==> src/design/cgs_pkg.sv <==
// constants shared by the clock generator and its bench
// assumes a single 100 MHz system clock drives all logic
package cgs_pkg;
  localparam int unsigned CLK_MHZ       = 100;
  // oscillator rates, as nominal figures
  localparam int unsigned HS_OSC_KHZ    = 4000;
  localparam int unsigned LS_OSC_KHZ    = 240;
  localparam int unsigned HS_DIV        = CLK_MHZ * 1000 / HS_OSC_KHZ;
  localparam int unsigned LS_DIV        = CLK_MHZ * 1000 / LS_OSC_KHZ;
  // supply plus regulator settle time, covers oscillator accuracy settling
  localparam int unsigned VSTAB_US      = 100;
  localparam int unsigned VSTAB_CYC     = VSTAB_US * CLK_MHZ;
  // register indices
  localparam logic [3:0]  ADDR_PIN_CTL  = 4'h0;
  localparam logic [3:0]  ADDR_MAIN_OSC = 4'h1;
  localparam logic [3:0]  ADDR_INT_OSC  = 4'h2;
  localparam logic [3:0]  ADDR_CLK_SEL  = 4'h3;
  localparam logic [3:0]  ADDR_STAB_ST  = 4'h4;
  localparam logic [3:0]  ADDR_STAB_SEL = 4'h5;
  localparam logic [3:0]  ADDR_CPU_DIV  = 4'h6;
  // field positions
  localparam int unsigned BIT_OSC_SEL   = 4;
  localparam int unsigned BIT_EXT_CLK   = 5;
  localparam int unsigned BIT_HS_STOP   = 7;
  localparam int unsigned BIT_IHS_STOP  = 0;
  localparam int unsigned BIT_ILS_STOP  = 1;
  localparam int unsigned BIT_IHS_READY = 7;
  localparam int unsigned BIT_MCM0      = 0;
  localparam int unsigned BIT_MCS       = 1;
  localparam int unsigned BIT_XSEL      = 2;
  // reset values
  localparam logic [7:0]  RST_MAIN_OSC  = 8'h80;
  localparam logic [2:0]  RST_STAB_SEL  = 3'h5;
  localparam logic [2:0]  RST_CPU_DIV   = 3'h1;
  localparam logic [2:0]  CPU_DIV_MAX   = 3'h4;
  localparam logic [2:0]  STAB_SEL_MIN  = 3'h1;
  localparam logic [2:0]  STAB_SEL_MAX  = 3'h5;
  localparam int unsigned STAB_CNT_W    = 17;
  typedef enum logic [1:0] {
    CGS_PIN_PORT,
    CGS_PIN_XTAL,
    CGS_PIN_EXT
  } cgs_pin_mode_e;
  typedef enum logic [1:0] {
    CGS_PWR_WAIT,
    CGS_RUN,
    CGS_STOP,
    CGS_WAKE
  } cgs_state_e;
endpackage : cgs_pkg

==> src/design/cgs_clock_gen.sv <==
// clock generator: oscillator control, stabilization counting, stop mode,
// glitch-free main clock select and cpu prescaler, all as clock ticks
// assumes one 100 MHz clock; crystal or external clock arrives on a pin
//
// What this block does
// - internal 4 MHz oscillator runs after reset
// - low-speed clock only feeds watchdog, timer H1
// - option strap decides if low-speed is stoppable
// - low-speed 240 kHz starts at reset, drives watchdog
// - prescaler divides main clock feeding the cpu
// - cpu always starts on internal high-speed clock
// - cpu released only after supply settle time
// - settle time also covers oscillator accuracy
// - clock pins reset to general port mode
// - ext 0, pin select 1 gives crystal mode
// - clearing oscillator stop bit starts the crystal
// - external clock input needs no settling wait
// - stop halts high-speed clocks; unused ones stoppable
// - stop exit waits selected time on crystal clock
// - select field resets 101b, codes 1..5 valid
// - status bits set in order, kept until stop bit or stop entry clears them
`timescale 1ns/1ps
module cgs_clock_gen #(
  parameter int unsigned VSTAB_CYCLES = cgs_pkg::VSTAB_CYC
) (
  // clock and reset
  input  wire  logic       clock,
  input  wire  logic       resetn,
  // register port
  input  wire  logic [3:0] addr,
  input  wire  logic [7:0] wdata,
  input  wire  logic       wstrobe,
  input  wire  logic       rstrobe,
  output logic       [7:0] rdata,
  // option straps and cpu events
  input  wire  logic       opt_ls_stoppable,
  input  wire  logic       opt_wdt_enable,
  input  wire  logic       stop_instr,
  input  wire  logic       stop_wakeup,
  // high-speed clock pin, crystal or external input
  input  wire  logic       hs_sys_clk,
  // oscillator and pin control
  output logic             int_hs_osc_run,
  output logic             int_ls_osc_run,
  output logic             crystal_osc_enable,
  output logic             ext_clk_input_enable,
  output logic             pins_port_mode,
  // clock ticks and cpu state
  output logic             int_ls_osc_clk,
  output logic             wdt_clk_tick,
  output logic             main_clk_tick,
  output logic             cpu_clk_tick,
  output logic             cpu_run,
  output logic             stop_mode
);
  import cgs_pkg::*;

  logic [1:0]            rst_sync;
  logic                  rst_n;
  logic [2:0]            pin_sync;
  logic                  pin_level;
  logic                  pin_prev;
  logic                  hs_sys_tick;
  logic [7:0]            hs_div_cnt;
  logic                  int_hs_osc_clk;
  logic [9:0]            ls_div_cnt;
  logic [31:0]           vstab_cnt;
  cgs_state_e            state;
  logic                  ext_clock_select;
  logic                  osc_pin_select;
  logic                  hs_sys_osc_stop;
  logic                  ihs_stop;
  logic                  ils_stop;
  logic                  xsel;
  logic                  mcm0;
  logic                  mcs;
  logic                  sel_pending;
  logic [2:0]            stab_time_select;
  logic [2:0]            cpu_div;
  logic [4:0]            cpu_div_cnt;
  logic [STAB_CNT_W-1:0] stab_cnt;
  logic [4:0]            stab_counter_status;
  cgs_pin_mode_e         pin_mode;
  logic                  hs_sys_running;
  logic                  ihs_running;
  logic                  next_main_tick;
  // wait length in crystal periods for a select code
  function automatic logic [STAB_CNT_W-1:0] stab_limit(input logic [2:0] code);
    case (code)
      3'h1:    stab_limit = 17'h00800;
      3'h2:    stab_limit = 17'h02000;
      3'h3:    stab_limit = 17'h04000;
      3'h4:    stab_limit = 17'h08000;
      default: stab_limit = 17'h10000;
    endcase
  endfunction : stab_limit
  // reset release through two flip-flops
  always_ff @(posedge clock or negedge resetn) begin
    if (!resetn) begin
      rst_sync <= 2'h0;
    end else begin
      rst_sync <= {rst_sync[0], 1'b1};
    end
  end
  assign rst_n = rst_sync[1];
  // pin filter: a change counts once stages two and three agree
  always_ff @(posedge clock or negedge rst_n) begin
    if (!rst_n) begin
      pin_sync  <= 3'h0;
      pin_level <= 1'b0;
      pin_prev  <= 1'b0;
    end else begin
      pin_sync <= {pin_sync[1:0], hs_sys_clk};
      if (pin_sync[1] == pin_sync[2]) begin
        pin_level <= pin_sync[2];
      end
      pin_prev <= pin_level;
    end
  end
  // pin mode decode, port mode until software picks a source
  assign pin_mode = !osc_pin_select  ? CGS_PIN_PORT :
                    ext_clock_select ? CGS_PIN_EXT  : CGS_PIN_XTAL;
  // stop mode halts both high-speed sources
  assign hs_sys_running = (pin_mode != CGS_PIN_PORT) && !hs_sys_osc_stop &&
                          (state != CGS_STOP);
  assign ihs_running    = !ihs_stop && (state != CGS_STOP);
  assign hs_sys_tick    = hs_sys_running && pin_level && !pin_prev;
  // internal high-speed oscillator, free from software after reset
  always_ff @(posedge clock or negedge rst_n) begin
    if (!rst_n) begin
      hs_div_cnt     <= 8'h0;
      int_hs_osc_clk <= 1'b0;
    end else begin
      int_hs_osc_clk <= 1'b0;
      if (ihs_running) begin
        if (hs_div_cnt == 8'(HS_DIV - 1)) begin
          hs_div_cnt     <= 8'h0;
          int_hs_osc_clk <= 1'b1;
        end else begin
          hs_div_cnt <= hs_div_cnt + 8'h1;
        end
      end
    end
  end
  // low-speed oscillator, never routed to the cpu
  always_ff @(posedge clock or negedge rst_n) begin
    if (!rst_n) begin
      ls_div_cnt     <= 10'h0;
      int_ls_osc_clk <= 1'b0;
      wdt_clk_tick   <= 1'b0;
      int_ls_osc_run <= 1'b0;
    end else begin
      int_ls_osc_clk <= 1'b0;
      wdt_clk_tick   <= 1'b0;
      int_ls_osc_run <= !(opt_ls_stoppable && ils_stop);
      if (!(opt_ls_stoppable && ils_stop)) begin
        if (ls_div_cnt == 10'(LS_DIV - 1)) begin
          ls_div_cnt     <= 10'h0;
          int_ls_osc_clk <= 1'b1;
          wdt_clk_tick   <= opt_wdt_enable;
        end else begin
          ls_div_cnt <= ls_div_cnt + 10'h1;
        end
      end
    end
  end
  // power-up wait, stop and wakeup sequencing
  always_ff @(posedge clock or negedge rst_n) begin
    if (!rst_n) begin
      state     <= CGS_PWR_WAIT;
      vstab_cnt <= 32'h0;
    end else begin
      case (state)
        CGS_PWR_WAIT: begin
          // one span for regulator and internal oscillator accuracy
          if (vstab_cnt == 32'(VSTAB_CYCLES - 1)) begin
            state <= CGS_RUN;
          end else begin
            vstab_cnt <= vstab_cnt + 32'h1;
          end
        end
        CGS_RUN: begin
          if (stop_instr) begin
            state <= CGS_STOP;
          end
        end
        CGS_STOP: begin
          if (stop_wakeup) begin
            // external clock or internal cpu clock resume at once
            state <= (mcs && pin_mode == CGS_PIN_XTAL) ? CGS_WAKE : CGS_RUN;
          end
        end
        CGS_WAKE: begin
          if (stab_cnt >= stab_limit(stab_time_select)) begin
            state <= CGS_RUN;
          end
        end
        default: state <= CGS_PWR_WAIT;
      endcase
    end
  end
  // register writes; a running cpu source cannot be stopped
  always_ff @(posedge clock or negedge rst_n) begin
    if (!rst_n) begin
      ext_clock_select <= 1'b0;
      osc_pin_select   <= 1'b0;
      hs_sys_osc_stop  <= RST_MAIN_OSC[BIT_HS_STOP];
      ihs_stop         <= 1'b0;
      ils_stop         <= 1'b0;
      xsel             <= 1'b0;
      mcm0             <= 1'b0;
      stab_time_select <= RST_STAB_SEL;
      cpu_div          <= RST_CPU_DIV;
    end else if (wstrobe) begin
      case (addr)
        ADDR_PIN_CTL: begin
          // pin mode is trusted to stay put while the source runs
          ext_clock_select <= wdata[BIT_EXT_CLK];
          osc_pin_select   <= wdata[BIT_OSC_SEL];
        end
        ADDR_MAIN_OSC: begin
          if (!(mcs && wdata[BIT_HS_STOP])) begin
            hs_sys_osc_stop <= wdata[BIT_HS_STOP];
          end
        end
        ADDR_INT_OSC: begin
          if (!(!mcs && wdata[BIT_IHS_STOP])) begin
            ihs_stop <= wdata[BIT_IHS_STOP];
          end
          ils_stop <= wdata[BIT_ILS_STOP] && opt_ls_stoppable;
        end
        ADDR_CLK_SEL: begin
          // only a single source choice: crystal/external or internal
          xsel <= wdata[BIT_XSEL];
          mcm0 <= wdata[BIT_MCM0];
        end
        ADDR_STAB_SEL: begin
          if (wdata[2:0] >= STAB_SEL_MIN && wdata[2:0] <= STAB_SEL_MAX) begin
            stab_time_select <= wdata[2:0];
          end
        end
        ADDR_CPU_DIV: begin
          if (wdata[2:0] <= CPU_DIV_MAX) begin
            cpu_div <= wdata[2:0];
          end
        end
        default: ;
      endcase
    end
  end
  // stabilization counter: cleared by stop bit, stop entry and reset
  always_ff @(posedge clock or negedge rst_n) begin
    if (!rst_n) begin
      stab_cnt            <= '0;
      stab_counter_status <= 5'h0;
    end else if (hs_sys_osc_stop || state == CGS_STOP) begin
      stab_cnt            <= '0;
      stab_counter_status <= 5'h0;
    end else begin
      if (hs_sys_tick && stab_cnt < stab_limit(STAB_SEL_MAX)) begin
        stab_cnt <= stab_cnt + 17'h1;
      end
      // during the stop exit wait only bits up to the selected time may set
      for (int i = 0; i < 5; i++) begin
        if (stab_cnt >= stab_limit(3'(i + 1)) &&
            (state != CGS_WAKE || 3'(i + 1) <= stab_time_select)) begin
          stab_counter_status[4 - i] <= 1'b1;
        end
      end
    end
  end
  // main clock select: change only on a tick of the new source,
  // and only once the old one ticked, so no shortened period appears
  always_ff @(posedge clock or negedge rst_n) begin
    if (!rst_n) begin
      mcs         <= 1'b0;
      sel_pending <= 1'b0;
    end else begin
      if ((xsel && mcm0) != mcs) begin
        if (mcs ? hs_sys_tick : int_hs_osc_clk) begin
          sel_pending <= 1'b1;
        end
        if (sel_pending && (mcs ? int_hs_osc_clk : hs_sys_tick)) begin
          mcs         <= !mcs;
          sel_pending <= 1'b0;
        end
      end else begin
        sel_pending <= 1'b0;
      end
    end
  end
  // selected main tick, muted while a switch is pending; no low-speed path
  assign next_main_tick = !sel_pending &&
                          (mcs ? hs_sys_tick : int_hs_osc_clk);
  // prescaler and cpu tick
  always_ff @(posedge clock or negedge rst_n) begin
    if (!rst_n) begin
      main_clk_tick <= 1'b0;
      cpu_clk_tick  <= 1'b0;
      cpu_div_cnt   <= 5'h0;
    end else begin
      main_clk_tick <= next_main_tick;
      cpu_clk_tick  <= 1'b0;
      if (next_main_tick) begin
        if (cpu_div_cnt >= 5'((1 << cpu_div) - 1)) begin
          cpu_div_cnt  <= 5'h0;
          cpu_clk_tick <= (state == CGS_RUN);
        end else begin
          cpu_div_cnt <= cpu_div_cnt + 5'h1;
        end
      end
    end
  end
  // status outputs
  always_ff @(posedge clock or negedge rst_n) begin
    if (!rst_n) begin
      int_hs_osc_run       <= 1'b0;
      crystal_osc_enable   <= 1'b0;
      ext_clk_input_enable <= 1'b0;
      pins_port_mode       <= 1'b1;
      cpu_run              <= 1'b0;
      stop_mode            <= 1'b0;
    end else begin
      int_hs_osc_run       <= ihs_running;
      crystal_osc_enable   <= hs_sys_running && pin_mode == CGS_PIN_XTAL;
      ext_clk_input_enable <= hs_sys_running && pin_mode == CGS_PIN_EXT;
      pins_port_mode       <= (pin_mode == CGS_PIN_PORT);
      cpu_run              <= (state == CGS_RUN);
      stop_mode            <= (state == CGS_STOP || state == CGS_WAKE);
    end
  end
  // read data, one cycle after the strobe
  always_ff @(posedge clock or negedge rst_n) begin
    if (!rst_n) begin
      rdata <= 8'h0;
    end else begin
      rdata <= 8'h0;
      if (rstrobe) begin
        case (addr)
          ADDR_PIN_CTL: begin
            rdata[BIT_EXT_CLK] <= ext_clock_select;
            rdata[BIT_OSC_SEL] <= osc_pin_select;
          end
          ADDR_MAIN_OSC: rdata[BIT_HS_STOP] <= hs_sys_osc_stop;
          ADDR_INT_OSC: begin
            rdata[BIT_IHS_STOP]  <= ihs_stop;
            rdata[BIT_ILS_STOP]  <= ils_stop;
            rdata[BIT_IHS_READY] <= ihs_running && state != CGS_PWR_WAIT;
          end
          ADDR_CLK_SEL: begin
            rdata[BIT_XSEL] <= xsel;
            rdata[BIT_MCS]  <= mcs;
            rdata[BIT_MCM0] <= mcm0;
          end
          ADDR_STAB_ST:  rdata <= {3'h0, stab_counter_status};
          ADDR_STAB_SEL: rdata <= {5'h0, stab_time_select};
          ADDR_CPU_DIV:  rdata <= {5'h0, cpu_div};
          default:       rdata <= 8'h0;
        endcase
      end
    end
  end
endmodule : cgs_clock_gen

==> config.mk <==
export PLATFORM = sky130hd
export DESIGN_NAME = cgs_clock_gen
export DESIGN_NICKNAME = d
export VERILOG_FILES = /design/src/design/cgs_pkg.sv /design/src/design/cgs_clock_gen.sv
export SDC_FILE = /design/constraint.sdc
export NUM_CORES = 1
export LEC_CHECK = 0
export BUFFER_PORTS_ARGS = -buffer_cell sky130_fd_sc_hd__buf_2
export CORE_ASPECT_RATIO = 0.5
export CORE_MARGIN = 4
export CORE_UTILIZATION = 47
export DETAILED_ROUTE_END_ITERATION = 10
export SLEW_MARGIN = 20
export SYNTH_ARGS = -nofsm -noshare
export SYNTH_HDL_FRONTEND = slang
export SYNTH_SLANG_ARGS = --single-unit
==> constraint.sdc <==
create_clock -name clock -period 5 [get_ports clock]
set_clock_uncertainty 0.05 [all_clocks]
set_input_delay 0.5 -clock clock [delete_from_list [all_inputs] [get_ports clock]]
set_output_delay 0.5 -clock clock [all_outputs]
set_load 0.02 [all_outputs]
==> results of run 1 <==
==> power by group <==
part / switching [W] / internal [W] / total [W]
Clock: 0.000431 / 0.000961 / 0.00139
Combinational: 0.000364 / 0.000280 / 0.000645
Sequential: 0.000170 / 0.00114 / 0.00131
==> cells in the mapped netlist (all sizes together), types with 8 or more instances <==
cell,number
nor4,12
ha,23
xor2,13
nor2,49
a21oi,24
nor3,22
nand4,20
clkbuf,11
o21ai,24
inv,21
nand2,50
mux2,8
and3,14
dfrtp,115
xnor2,44
or3,10
nand3,23
nor2b,15
==> stage by stage <==
step,setup slack [ns],std cells,util,hold WS (ns)
floorplan,1.37,576,-,0.154
global placement,2.23,763,0.517,0.236
detailed placement,2.18,763,0.517,0.236
CTS,2.17,796,0.574,0.155
global route,1.94,797,0.576,0.148
finish,2.18,797,0.576,0.167
==> logic make-up after synthesis <==
| kind of cell | count (synthesis) |
|---|---|
| flops | 120 |
| mux | 13 |
| buf+inv | 37 |
| simple gates | 245 |
| xor+xnor | 57 |
| fa+ha+maj | 24 |
| other cells | 2 |
| compound gates | 78 |
==> worst reg2reg max path: stages, from the launching register on <==
cell,delay (ns)
dfrtp_1,0.43
or3_1,0.41
ha_1,0.24
nor3_1,0.15
a21oi_1,0.06
o21a_1,0.17
ha_1,0.28
nand2_1,0.05
o21ai_0,0.42
nor2_1,0.14
mux2_2,0.30
==> layout make-up <==
type,count,area share
sequential,120,0.434
inverter,22,0.0119
timing repair buffer,39,0.0324
tap,165,0.0297
clock inverter,12,0.0317
clock buffer,20,0.0657
multi-input combinational,419,0.395
==> sequential cells by signal (all words and copies together), names as in the netlist, 2 cells and up <==
signal               cells
cpu_div                  3
stab_time_select         3
pin_sync                 3
vstab_cnt               32
stab_cnt                17
rst_sync                 2
rdata                    7
state                    2
cpu_div_cnt              5
ls_div_cnt              10
stab_counter_status      5
hs_div_cnt               8
==> metal layers <==
metal,part of all wire,GRT usage,vias up
met5,0,0,-
met4,0.012,0.0497,0
met3,0.029,0.0444,16
met2,0.45,0.274,41
met1,0.51,0.235,2033
li1,-,-,2115
==> worst max-delay path by stage <==
stage | to | from | cells after the start
after global placement | cpu_div_cnt[0]$_DFFE_PN0P_ | cpu_div[1]$_DFFE_PN0P_ | 10
after floorplan | cpu_clk_tick$_DFF_PN0_ | rst_sync[1]$_DFF_PN0_ | 0
after global routing | cpu_div_cnt[0]$_DFFE_PN0P_ | cpu_div[1]$_DFFE_PN0P_ | 10
after CTS | cpu_div_cnt[0]$_DFFE_PN0P_ | cpu_div[2]$_DFFE_PN0P_ | 10
final | cpu_div_cnt[0]$_DFFE_PN0P_ | cpu_div[2]$_DFFE_PN0P_ | 10
after detailed placement | cpu_div_cnt[0]$_DFFE_PN0P_ | cpu_div[2]$_DFFE_PN0P_ | 10
==> results.py, run 1 <==
metrics = {
    "clocking": {
        "cts_root_buf": "clkbuf_16",
        "numCtsBuffers": 17,
        "postCtsSetupBuffers": 0,
        "cts_tree": "built",
        "cts_resized": 0,
        "htreeDepth": 4,
        "clock_path_buffers": 2,
        "path_clk_slew_ns": 0.05,
        "cts_num_sinks": 120,
        "clkLatencyLatePin_ns": 0.40,
        "postCtsHoldBufs": 1,
    },
    "worst_setup_path": {
        "arrival_ns": 3.05,
        "max_stage_delay_ns": 0.43,
        "cp-end-kind": "flop",
        "crit_slowest_cell": "dfrtp_1",
        "critical_path_buf_inv_count": 0,
        "cp_cell_sequence": "or3_1 > ha_1 > nor3_1 > a21oi_1 > o21a_1 > ha_1 > nand2_1 > o21ai_0 > nor2_1 > mux2_2",
        "r2r_cells": 10,
        "critPathKind": "reg -> reg",
        "crit_top_cell": "ha_1",
        "rr_endpoint": "cpu_div_cnt[0]$_DFFE_PN0P_",
        "r2r_setup_slack_ns": 2.18,
        "critPathTopFamily": "simple AND/OR/NAND/NOR gates",
        "rr_startpoint": "cpu_div[2]$_DFFE_PN0P_",
        "critPathRequiredTime_ns": 5.24,
        "crit_fanout": 6,
        "start_kind": "flop",
    },
    "routing": {
        "dr.pass1.iters": 4,
        "vias": 4205,
        "drc": 0,
        "ant_nets": 0,
        "drt_iter0_markers": 292,
        "viasPerCell": 5.28,
        "wire_per_inst_um": 14.4,
        "drt-total-wl_um": 11500,
    },
    "logic_synthesis": {
        "synth-compound-area-share": 0.0800,
        "synth_top_family_by_area": "simple AND/OR/NAND/NOR gates",
        "yosys.area_share.simple": 0.225,
        "synthFlopType": "dfrtp_1",
        "ys_seq_elements": 120,
        "syn-num-nets": 620,
        "ys_seq_area_frac": 0.510,
        "syn_avg_cell_area_um2": 10.2,
        "synthArstFlopShare": 1.00,
        "synth_cell_types": 57,
        "syn_inst": 576,
        "yosysTopAreaCell": "dfrtp_1",
        "synth_xor_area_frac": 0.0846,
        "synth_edf_count": 0,
        "muxShareOfSynthArea": 0.0238,
        "yosys_warnings": 0,
        "syn_area_um2": 5900,
        "yosysTopAreaCellShare": 0.488,
        "synth_fa_ha_area_frac": 0.0505,
        "yosys-top-cells-area": "dfrtp_1 49%, xnor2_1 6.5%, ha_1 4.9%, nand2_1 3.2%, nor2_1 3.1%",
    },
    "die": {
        "die_area_um2": 14500,
        "die_w_um": 166,
        "dieHeight_um": 87.2,
        "io_pins": 40,
        "initial_core_util": 0.489,
        "core_area_um2": 12100,
        "rows": 28,
    },
    "final_layout": {
        "mostFrequentLayoutCells": "114 x dfrtp_1, 50 x nand2_1, 49 x nor2_1, 44 x xnor2_1, 36 x buf_2",
        "fin_nets": 663,
        "mostFrequentLayoutCell": "dfrtp_1",
        "drive_gt1_frac": 0.149,
        "fillers": 1077,
        "regArea_um2": 3010,
        "area_growth_pct": 17.8,
        "fin_area_um2": 6950,
        "multi_input_area_um2": 2740,
        "antenna_cells": 0,
    },
    "worst_hold_path": {
        "hold_class": "in -> reg",
        "holdPathEnd": "pin_sync[0]$_DFF_PN0_",
        "hp-start": "hs_sys_clk",
        "min_delay_path_depth": 1,
    },
    "power": {
        "p_total_w": 0.00334,
        "irDropWorstVdd_mv": 0.190,
        "power.density_nw_per_um2": 481,
        "p_leak_nw": 3.13,
    },
    "sta": {
        "tns_ns": 0,
        "min_period_ns": 2.82,
        "hold_viol_final": 0,
        "period_share": 0.563,
        "slew-limit-headroom": 0.441,
        "fmax_mhz": 355,
        "setup_viol": 0,
        "slew_violations": 0,
        "rsz0062_at_grt": "false",
        "tightestPinTransition_ns": 0.837,
    },
    "run": {
        "maxCapViolCount": 0,
    },
    "global_routing": {
        "gr-total-overflow": 0,
        "track_usage": 0.172,
        "grt_pass1_vias": 4224,
        "grt_max_degree": 80,
        "grt_pass1_wl_um": 20400,
        "antenna_found_initial": 0,
    },
    "place": {
        "place_area_um2": 6230,
        "portBuffers": 36,
        "gp_congestion": 0.779,
        "hpwl_um": 7780,
    },
    "run_status": {
        "status": "complete, no violations",
    },
}
No activity file was read; power rests on OpenSTA's default activity.
==> inputs of run 2 (changes only) <==
--- a/config.mk
+++ b/config.mk
@@ -5,6 +5,7 @@
 export SDC_FILE = /design/constraint.sdc
 export NUM_CORES = 1
 export LEC_CHECK = 0
+export ABC_AREA = 1
 export BUFFER_PORTS_ARGS = -buffer_cell sky130_fd_sc_hd__buf_2
 export CORE_ASPECT_RATIO = 0.5
 export CORE_MARGIN = 4
==> constraint.sdc (replaced) <==
create_clock -name clock -period 2.68 [get_ports clock]
set_clock_uncertainty 0.05 [all_clocks]
set_input_delay 0.268 -clock clock [delete_from_list [all_inputs] [get_ports clock]]
set_output_delay 0.268 -clock clock [all_outputs]
set_load 0.02 [all_outputs]
==> results.py, run 2 <==
metrics = {
    "run_status": {
        "status": "complete, no violations",
    },
    "final_layout": {
        "antenna_cells": 0,
        "drive_gt1_frac": 0.108,
        "fin_area_um2": 7740,
        "area_growth_pct": 15.5,
        "top_regs": "vstab_cnt (32), stab_cnt (17), ls_div_cnt (10)",
        "mostFrequentLayoutCells": "282 x nand2_1, 127 x nor2_1, 114 x dfrtp_1, 108 x inv_1, 48 x nand3_1",
        "fin_nets": 1001,
        "fillers": 1335,
        "mostFrequentLayoutCell": "nand2_1",
        "largest_reg_flops": 32,
        "fin_cells": 1162,
        "largest-register": "vstab_cnt",
        "final_util": 0.564,
    },
    "logic_synthesis": {
        "syn_avg_cell_area_um2": 7.43,
        "yosys-top-cells-count": "282 x nand2_1, 127 x nor2_1, 115 x dfrtp_1",
        "syn_area_um2": 6700,
        "syn_inst": 902,
        "yosysTopAreaCellShare": 0.429,
        "ys_seq_area_frac": 0.449,
        "yosys_warnings": 0,
        "ys_seq_elements": 120,
        "synthArstFlopShare": 1.00,
        "syn-num-nets": 946,
        "yosys-top-cells-area": "dfrtp_1 43%, nand2_1 16%, nor2_1 7.1%, inv_1 6.0%, ha_1 4.3%",
        "synthFlopType": "dfrtp_1",
        "synth_cell_types": 40,
        "yosysTopAreaCell": "dfrtp_1",
        "synth_edf_count": 0,
        "yosysMostFrequentCell": "nand2_1",
    },
    "sta": {
        "min_period_ns": 2.19,
        "rsz0062_at_grt": "false",
        "hold_viol_final": 0,
        "tns_ns": 0,
        "holdWs_ns": 0.0325,
        "setup_viol": 0,
        "slew-limit-headroom": 0.499,
        "period_share": 0.816,
        "slew_violations": 0,
        "fmax_mhz": 457,
        "tightestPinTransition_ns": 0.751,
    },
    "routing": {
        "drt-total-wl_um": 15300,
        "ant_nets": 0,
        "dr.pass1.iters": 5,
        "drt_iter0_markers": 430,
        "vias": 5760,
        "viasPerCell": 4.96,
        "wire_per_inst_um": 13.2,
        "drc": 0,
    },
    "clocking": {
        "cts_root_buf": "clkbuf_16",
        "cts_tree": "built",
        "clock_path_buffers": 2,
        "clkLatencyLatePin_ns": 0.42,
        "path_clk_slew_ns": 0.06,
        "cts_resized": 0,
        "postCtsSetupBuffers": 0,
        "cts_num_sinks": 120,
        "htreeDepth": 4,
        "numCtsBuffers": 17,
    },
    "global_routing": {
        "grt_pass1_wl_um": 26800,
        "grt_max_degree": 57,
        "gr-total-overflow": 0,
        "grt_pass1_vias": 5531,
        "antenna_found_initial": 0,
        "track_usage": 0.204,
    },
    "worst_setup_path": {
        "r2r_cells": 13,
        "critPathRequiredTime_ns": 2.94,
        "rr_startpoint": "stab_time_select[0]$_DFFE_PN1P_",
        "critical_path_buf_inv_count": 3,
        "max_stage_delay_ns": 0.56,
        "cp-end-kind": "flop",
        "r2r_setup_slack_ns": 0.49,
        "cp.depth": 13,
        "crit_top_cell": "nand2_1",
        "start_kind": "flop",
        "arrival_ns": 2.44,
        "critPathKind": "reg -> reg",
        "startpoint": "stab_time_select[0]$_DFFE_PN1P_",
        "critPathTopFamily": "simple AND/OR/NAND/NOR gates",
        "crit_path_end": "state[0]$_DFFE_PN0P_",
        "crit_fanout": 5,
        "rr_endpoint": "state[0]$_DFFE_PN0P_",
        "crit_slowest_cell": "dfstp_2",
        "cp_cell_sequence": "inv_1 > nor3_1 > inv_1 > ha_1 > nand2_1 > inv_1 > nand2_1 > nor2_1 > nand2_1 > a21oi_1 > nand2_2 > nand2_1 > nand2_1",
    },
    "run": {
        "maxCapViolCount": 0,
    },
    "worst_hold_path": {
        "hold_class": "in -> reg",
        "hp-start": "opt_wdt_enable",
    },
    "place": {
        "portBuffers": 36,
        "gp_congestion": 0.910,
        "place_area_um2": 7130,
        "dp_cells": 1128,
        "hpwl_um": 11200,
    },
    "die": {
        "dieHeight_um": 92.5,
        "initial_core_util": 0.488,
        "core_area_um2": 13700,
        "io_pins": 40,
        "die_w_um": 177,
        "die_area_um2": 16400,
        "rows": 30,
    },
    "power": {
        "combPwrFrac": 0.228,
        "p_int_w": 0.00394,
        "power.density_nw_per_um2": 773,
        "clkPwrFrac": 0.383,
        "irDropWorstVdd_mv": 0.531,
        "p_switching_w": 0.00204,
        "sw_frac_of_total": 0.341,
        "p_leak_nw": 3.81,
        "p_seq_frac": 0.389,
    },
}
## run 2: cell types whose count changed after synthesis, moves of 9 or more
| cell | previous run | this run |
|---|---|---|
| nor2_1 | 49 | 127 |
| clkbuf_1 | 11 | 2 |
| nor2b_1 | 15 | 0 |
| and3_1 | 14 | 1 |
| or3_1 | 10 | 0 |
| inv_1 | 21 | 108 |
| o21ai_1 | 0 | 9 |
| xnor2_1 | 44 | 10 |
| nand2_1 | 50 | 282 |
| nand3_1 | 22 | 48 |
| o21ai_0 | 24 | 39 |
| nor4_1 | 11 | 0 |
## run 2: kinds of logic (layout without fill, tap and decap cells)
| kind of cell | count (synthesis) | in the layout | share of synthesized area |
|---|---|---|---|
| xor+xnor | 27 | 27 | 0.0364 |
| simple gates | 516 | 516 | 0.323 |
| compound gates | 92 | 92 | 0.0743 |
| buf+inv | 121 | 189 | 0.0719 |
| fa+ha+maj | 24 | 24 | 0.0444 |
| other cells | 2 | 2 | 0.00112 |
| flops | 120 | 120 | 0.449 |
## run 2: cell type report
| type | count | area [µm²] | share of cell area |
|---|---|---|---|
| inverter | 112 | 420 | 0.0543 |
| sequential | 120 | 3010 | 0.389 |
| multi-input combinational | 661 | 3210 | 0.415 |
| tap | 192 | 240 | 0.0310 |
| clock buffer | 17 | 425 | 0.0549 |
| clock inverter | 15 | 166 | 0.0215 |
| timing repair buffer | 45 | 265 | 0.0343 |
## run 2: what timing repair did
| action | in CTS | in global routing |
|---|---|---|
| endpoints found under the setup margin | 0 | 0 |
| hold buffers | 2 | 0 |
| hold endpoints to repair | 3 | 0 |
## run 2: power by group through the flow
stage	sequential [W]	clock, W	combinational (W)
3_5_place_dp	0.00236	0	0.00138
4_1_cts	0.00233	0.00234	0.00138
6_report	0.00233	0.00229	0.00137
5_1_grt	0.00237	0.00242	0.00160
2_1_floorplan	0.00236	0	0.00103
3_3_place_gp	0.00235	0	0.00135
## run 2: per-layer routing
metal	global-route usage	routed length [µm]
met1	0.291	7850
met2	0.319	6850
met3	0.0416	490
met4	0.0508	150
met5	0	0
## run 2: through the flow
step | setup slack, ns | total power [W]
CTS | 0.489 | 0.00605
detailed placement | 0.503 | 0.00373
global placement | 0.553 | 0.00371
global route | 0.190 | 0.00639
floorplan | 0.553 | 0.00338
finish | 0.494 | 0.00598
## run 2: how the worst min path moves through the flow
| stage | endpoint | depth (start not counted) |
|---|---|---|
| final | wdt_clk_tick$_DFF_PN0_ | 2 |
| after global routing | wdt_clk_tick$_DFF_PN0_ | 2 |
| after CTS | wdt_clk_tick$_DFF_PN0_ | 2 |
| after detailed placement | rst_sync[0]$_DFF_PN0_ | 1 |
| after global placement | rst_sync[0]$_DFF_PN0_ | 1 |
| after floorplan | rst_sync[0]$_DFF_PN0_ | 0 |
==> inputs of run 3 (changes only) <==
--- a/config.mk
+++ b/config.mk
@@ -11,6 +11,7 @@
 export CORE_MARGIN = 4
 export CORE_UTILIZATION = 47
 export DETAILED_ROUTE_END_ITERATION = 10
+export PLACE_DENSITY = 0.67
 export SLEW_MARGIN = 20
 export SYNTH_ARGS = -nofsm -noshare
 export SYNTH_HDL_FRONTEND = slang
==> constraint.sdc (replaced) <==
create_clock -name clock -period 1.8 [get_ports clock]
set_clock_uncertainty 0.05 [all_clocks]
set_input_delay 0.18 -clock clock [delete_from_list [all_inputs] [get_ports clock]]
set_output_delay 0.18 -clock clock [all_outputs]
set_load 0.02 [all_outputs]
==> results.py, run 3 (synthesis results as in run 2) <==
metrics = {
    "sta": {
        "tns_ns": -1.31,
        "period_share": 1.11,
        "fmax_mhz": 500,
        "tightestPinTransition_ns": 0.505,
        "slew-limit-headroom": 0.661,
        "hold_viol_final": 0,
        "slew_violations": 0,
        "min_period_ns": 2.00,
        "setup_viol": 8,
        "rsz0062_at_grt": "true",
        "fin_ws_ns": -0.199,
    },
    "worst_setup_path": {
        "crit_path_end": "cpu_div_cnt[4]$_DFFE_PN0P_",
        "rr_endpoint": "cpu_div_cnt[4]$_DFFE_PN0P_",
        "startpoint": "cpu_div[0]$_DFFE_PN1P_",
        "critPathRequiredTime_ns": 2.04,
        "r2r_setup_slack_ns": -0.20,
        "start_kind": "flop",
        "arrival_ns": 2.24,
        "critPathKind": "reg -> reg",
        "crit_fanout": 6,
        "cp-end-kind": "flop",
        "r2r_cells": 11,
        "rr_startpoint": "cpu_div[0]$_DFFE_PN1P_",
    },
    "power": {
        "power.density_nw_per_um2": 1160,
        "irDropWorstVdd_mv": 0.634,
        "p_leak_nw": 4.07,
    },
    "clocking": {
        "cts_root_buf": "clkbuf_16",
        "htreeDepth": 4,
        "clkLatencyLatePin_ns": 0.41,
        "cts_tree": "built",
        "path_clk_slew_ns": 0.06,
        "cts_num_sinks": 120,
        "numCtsBuffers": 17,
        "clock_path_buffers": 2,
    },
    "die": {
        "dieHeight_um": 92.5,
        "die_area_um2": 16400,
        "io_pins": 40,
        "rows": 30,
        "die_w_um": 177,
        "initial_core_util": 0.488,
        "core_area_um2": 13700,
    },
    "routing": {
        "ant_nets": 0,
        "viasPerCell": 4.94,
        "dr.pass1.iters": 4,
        "drt-total-wl_um": 16200,
        "drt_iter0_markers": 381,
        "vias": 5958,
        "wire_per_inst_um": 13.4,
        "drc": 0,
    },
    "place": {
        "portBuffers": 36,
        "place_worst_setup_slack_ns": -0.267,
        "gp_congestion": 0.889,
        "hpwl_um": 11500,
    },
    "final_layout": {
        "largest-register": "vstab_cnt",
        "fin_nets": 1046,
        "mostFrequentLayoutCells": "278 x nand2_1, 122 x nor2_1, 113 x dfrtp_1, 99 x inv_1, 44 x nand3_1",
        "drive_gt1_frac": 0.171,
        "largest_reg_flops": 32,
        "mostFrequentLayoutCell": "nand2_1",
        "top_regs": "vstab_cnt (32), stab_cnt (17), ls_div_cnt (10)",
        "area_growth_pct": 23.8,
        "antenna_cells": 0,
    },
    "run_status": {
        "status": "finished with violations",
        "violations": "negative setup slack",
    },
    "global_routing": {
        "grt_pass1_wl_um": 27400,
        "antenna_found_initial": 0,
        "track_usage": 0.210,
        "grt_pass1_vias": 5814,
        "grt_max_degree": 76,
        "gr-total-overflow": 0,
    },
    "run": {
        "maxCapViolCount": 0,
    },
    "worst_hold_path": {
        "hold_class": "in -> reg",
    },
}
[run 3: what timing repair did]
action                                  CTS  global route
resized for setup                         7            29
endpoints found under the hold margin     7             0
buffers inserted                          3             4
pin swaps                                 6            14
hold buffers                              7             0
gates cloned                              0             0
endpoints found under the setup margin   14            29
[run 3: layout make-up]
type / count / area, µm²
fillers: 1221 / 5440
well taps: 192 / 240
inverters: 112 / 425
clock buffers: 23 / 478
multi-input cells: 661 / 3370
repair buffers: 90 / 653
clock inverters: 8 / 120
flip-flops and latches: 120 / 3010
[run 3: stage by stage]
| stage | area, µm² | hold slack, ns | util | power [W] | std cells |
|---|---|---|---|---|---|
| after global placement | 7440 | -0.0856 | 0.542 | 0.00587 | 1161 |
| final | 8300 | 0.0172 | 0.604 | 0.00960 | 1206 |
| after floorplan | 6730 | -0.166 | - | 0.00507 | 902 |
| after CTS | 8180 | 0.00936 | 0.595 | 0.00954 | 1202 |
| after detailed placement | 7440 | -0.0832 | 0.542 | 0.00594 | 1161 |
| after global routing | 8300 | 0.0193 | 0.604 | 0.0102 | 1206 |
[run 3: power by group]
| part | switching (W) | internal [W] | leakage [nW] |
|---|---|---|---|
| Clock | 0.00120 | 0.00227 | 0.289 |
| Combinational | 0.00159 | 0.00109 | 2.22 |
| Sequential | 0.000329 | 0.00311 | 1.56 |
[run 3: worst min-delay path by stage]
stage / startpoint / endpoint / slack [ns] / cells past startpoint
final: wdata[5] / ext_clock_select$_DFFE_PN0P_ / 0.02 / 3
after global routing: wdata[5] / ext_clock_select$_DFFE_PN0P_ / 0.02 / 3
after CTS: resetn / rst_sync[1]$_DFF_PN0_ / 0.009 / 2
after detailed placement: resetn / rst_sync[0]$_DFF_PN0_ / -0.08 / 1
after global placement: resetn / rst_sync[0]$_DFF_PN0_ / -0.09 / 1
after floorplan: resetn / rst_sync[0]$_DFF_PN0_ / -0.17 / 0
[run 3: per-layer routing]
layer,part of all wire,global-route usage,wire length [µm]
met1,0.48,0.275,7680
met2,0.47,0.345,7630
met3,0.032,0.0457,511
met4,0.021,0.0753,340
met5,0,0,0
[run 3: critical path: stages, from the launching register on]
cell	delay, ns
dfstp_2	0.56
inv_2	0.06
nand3_4	0.06
ha_4	0.14
nand2_2	0.05
xnor2_1	0.13
ha_1	0.32
nand3_2	0.10
o21ai_4	0.22
nor2_1	0.06
nand2_1	0.08
nand2_1	0.07
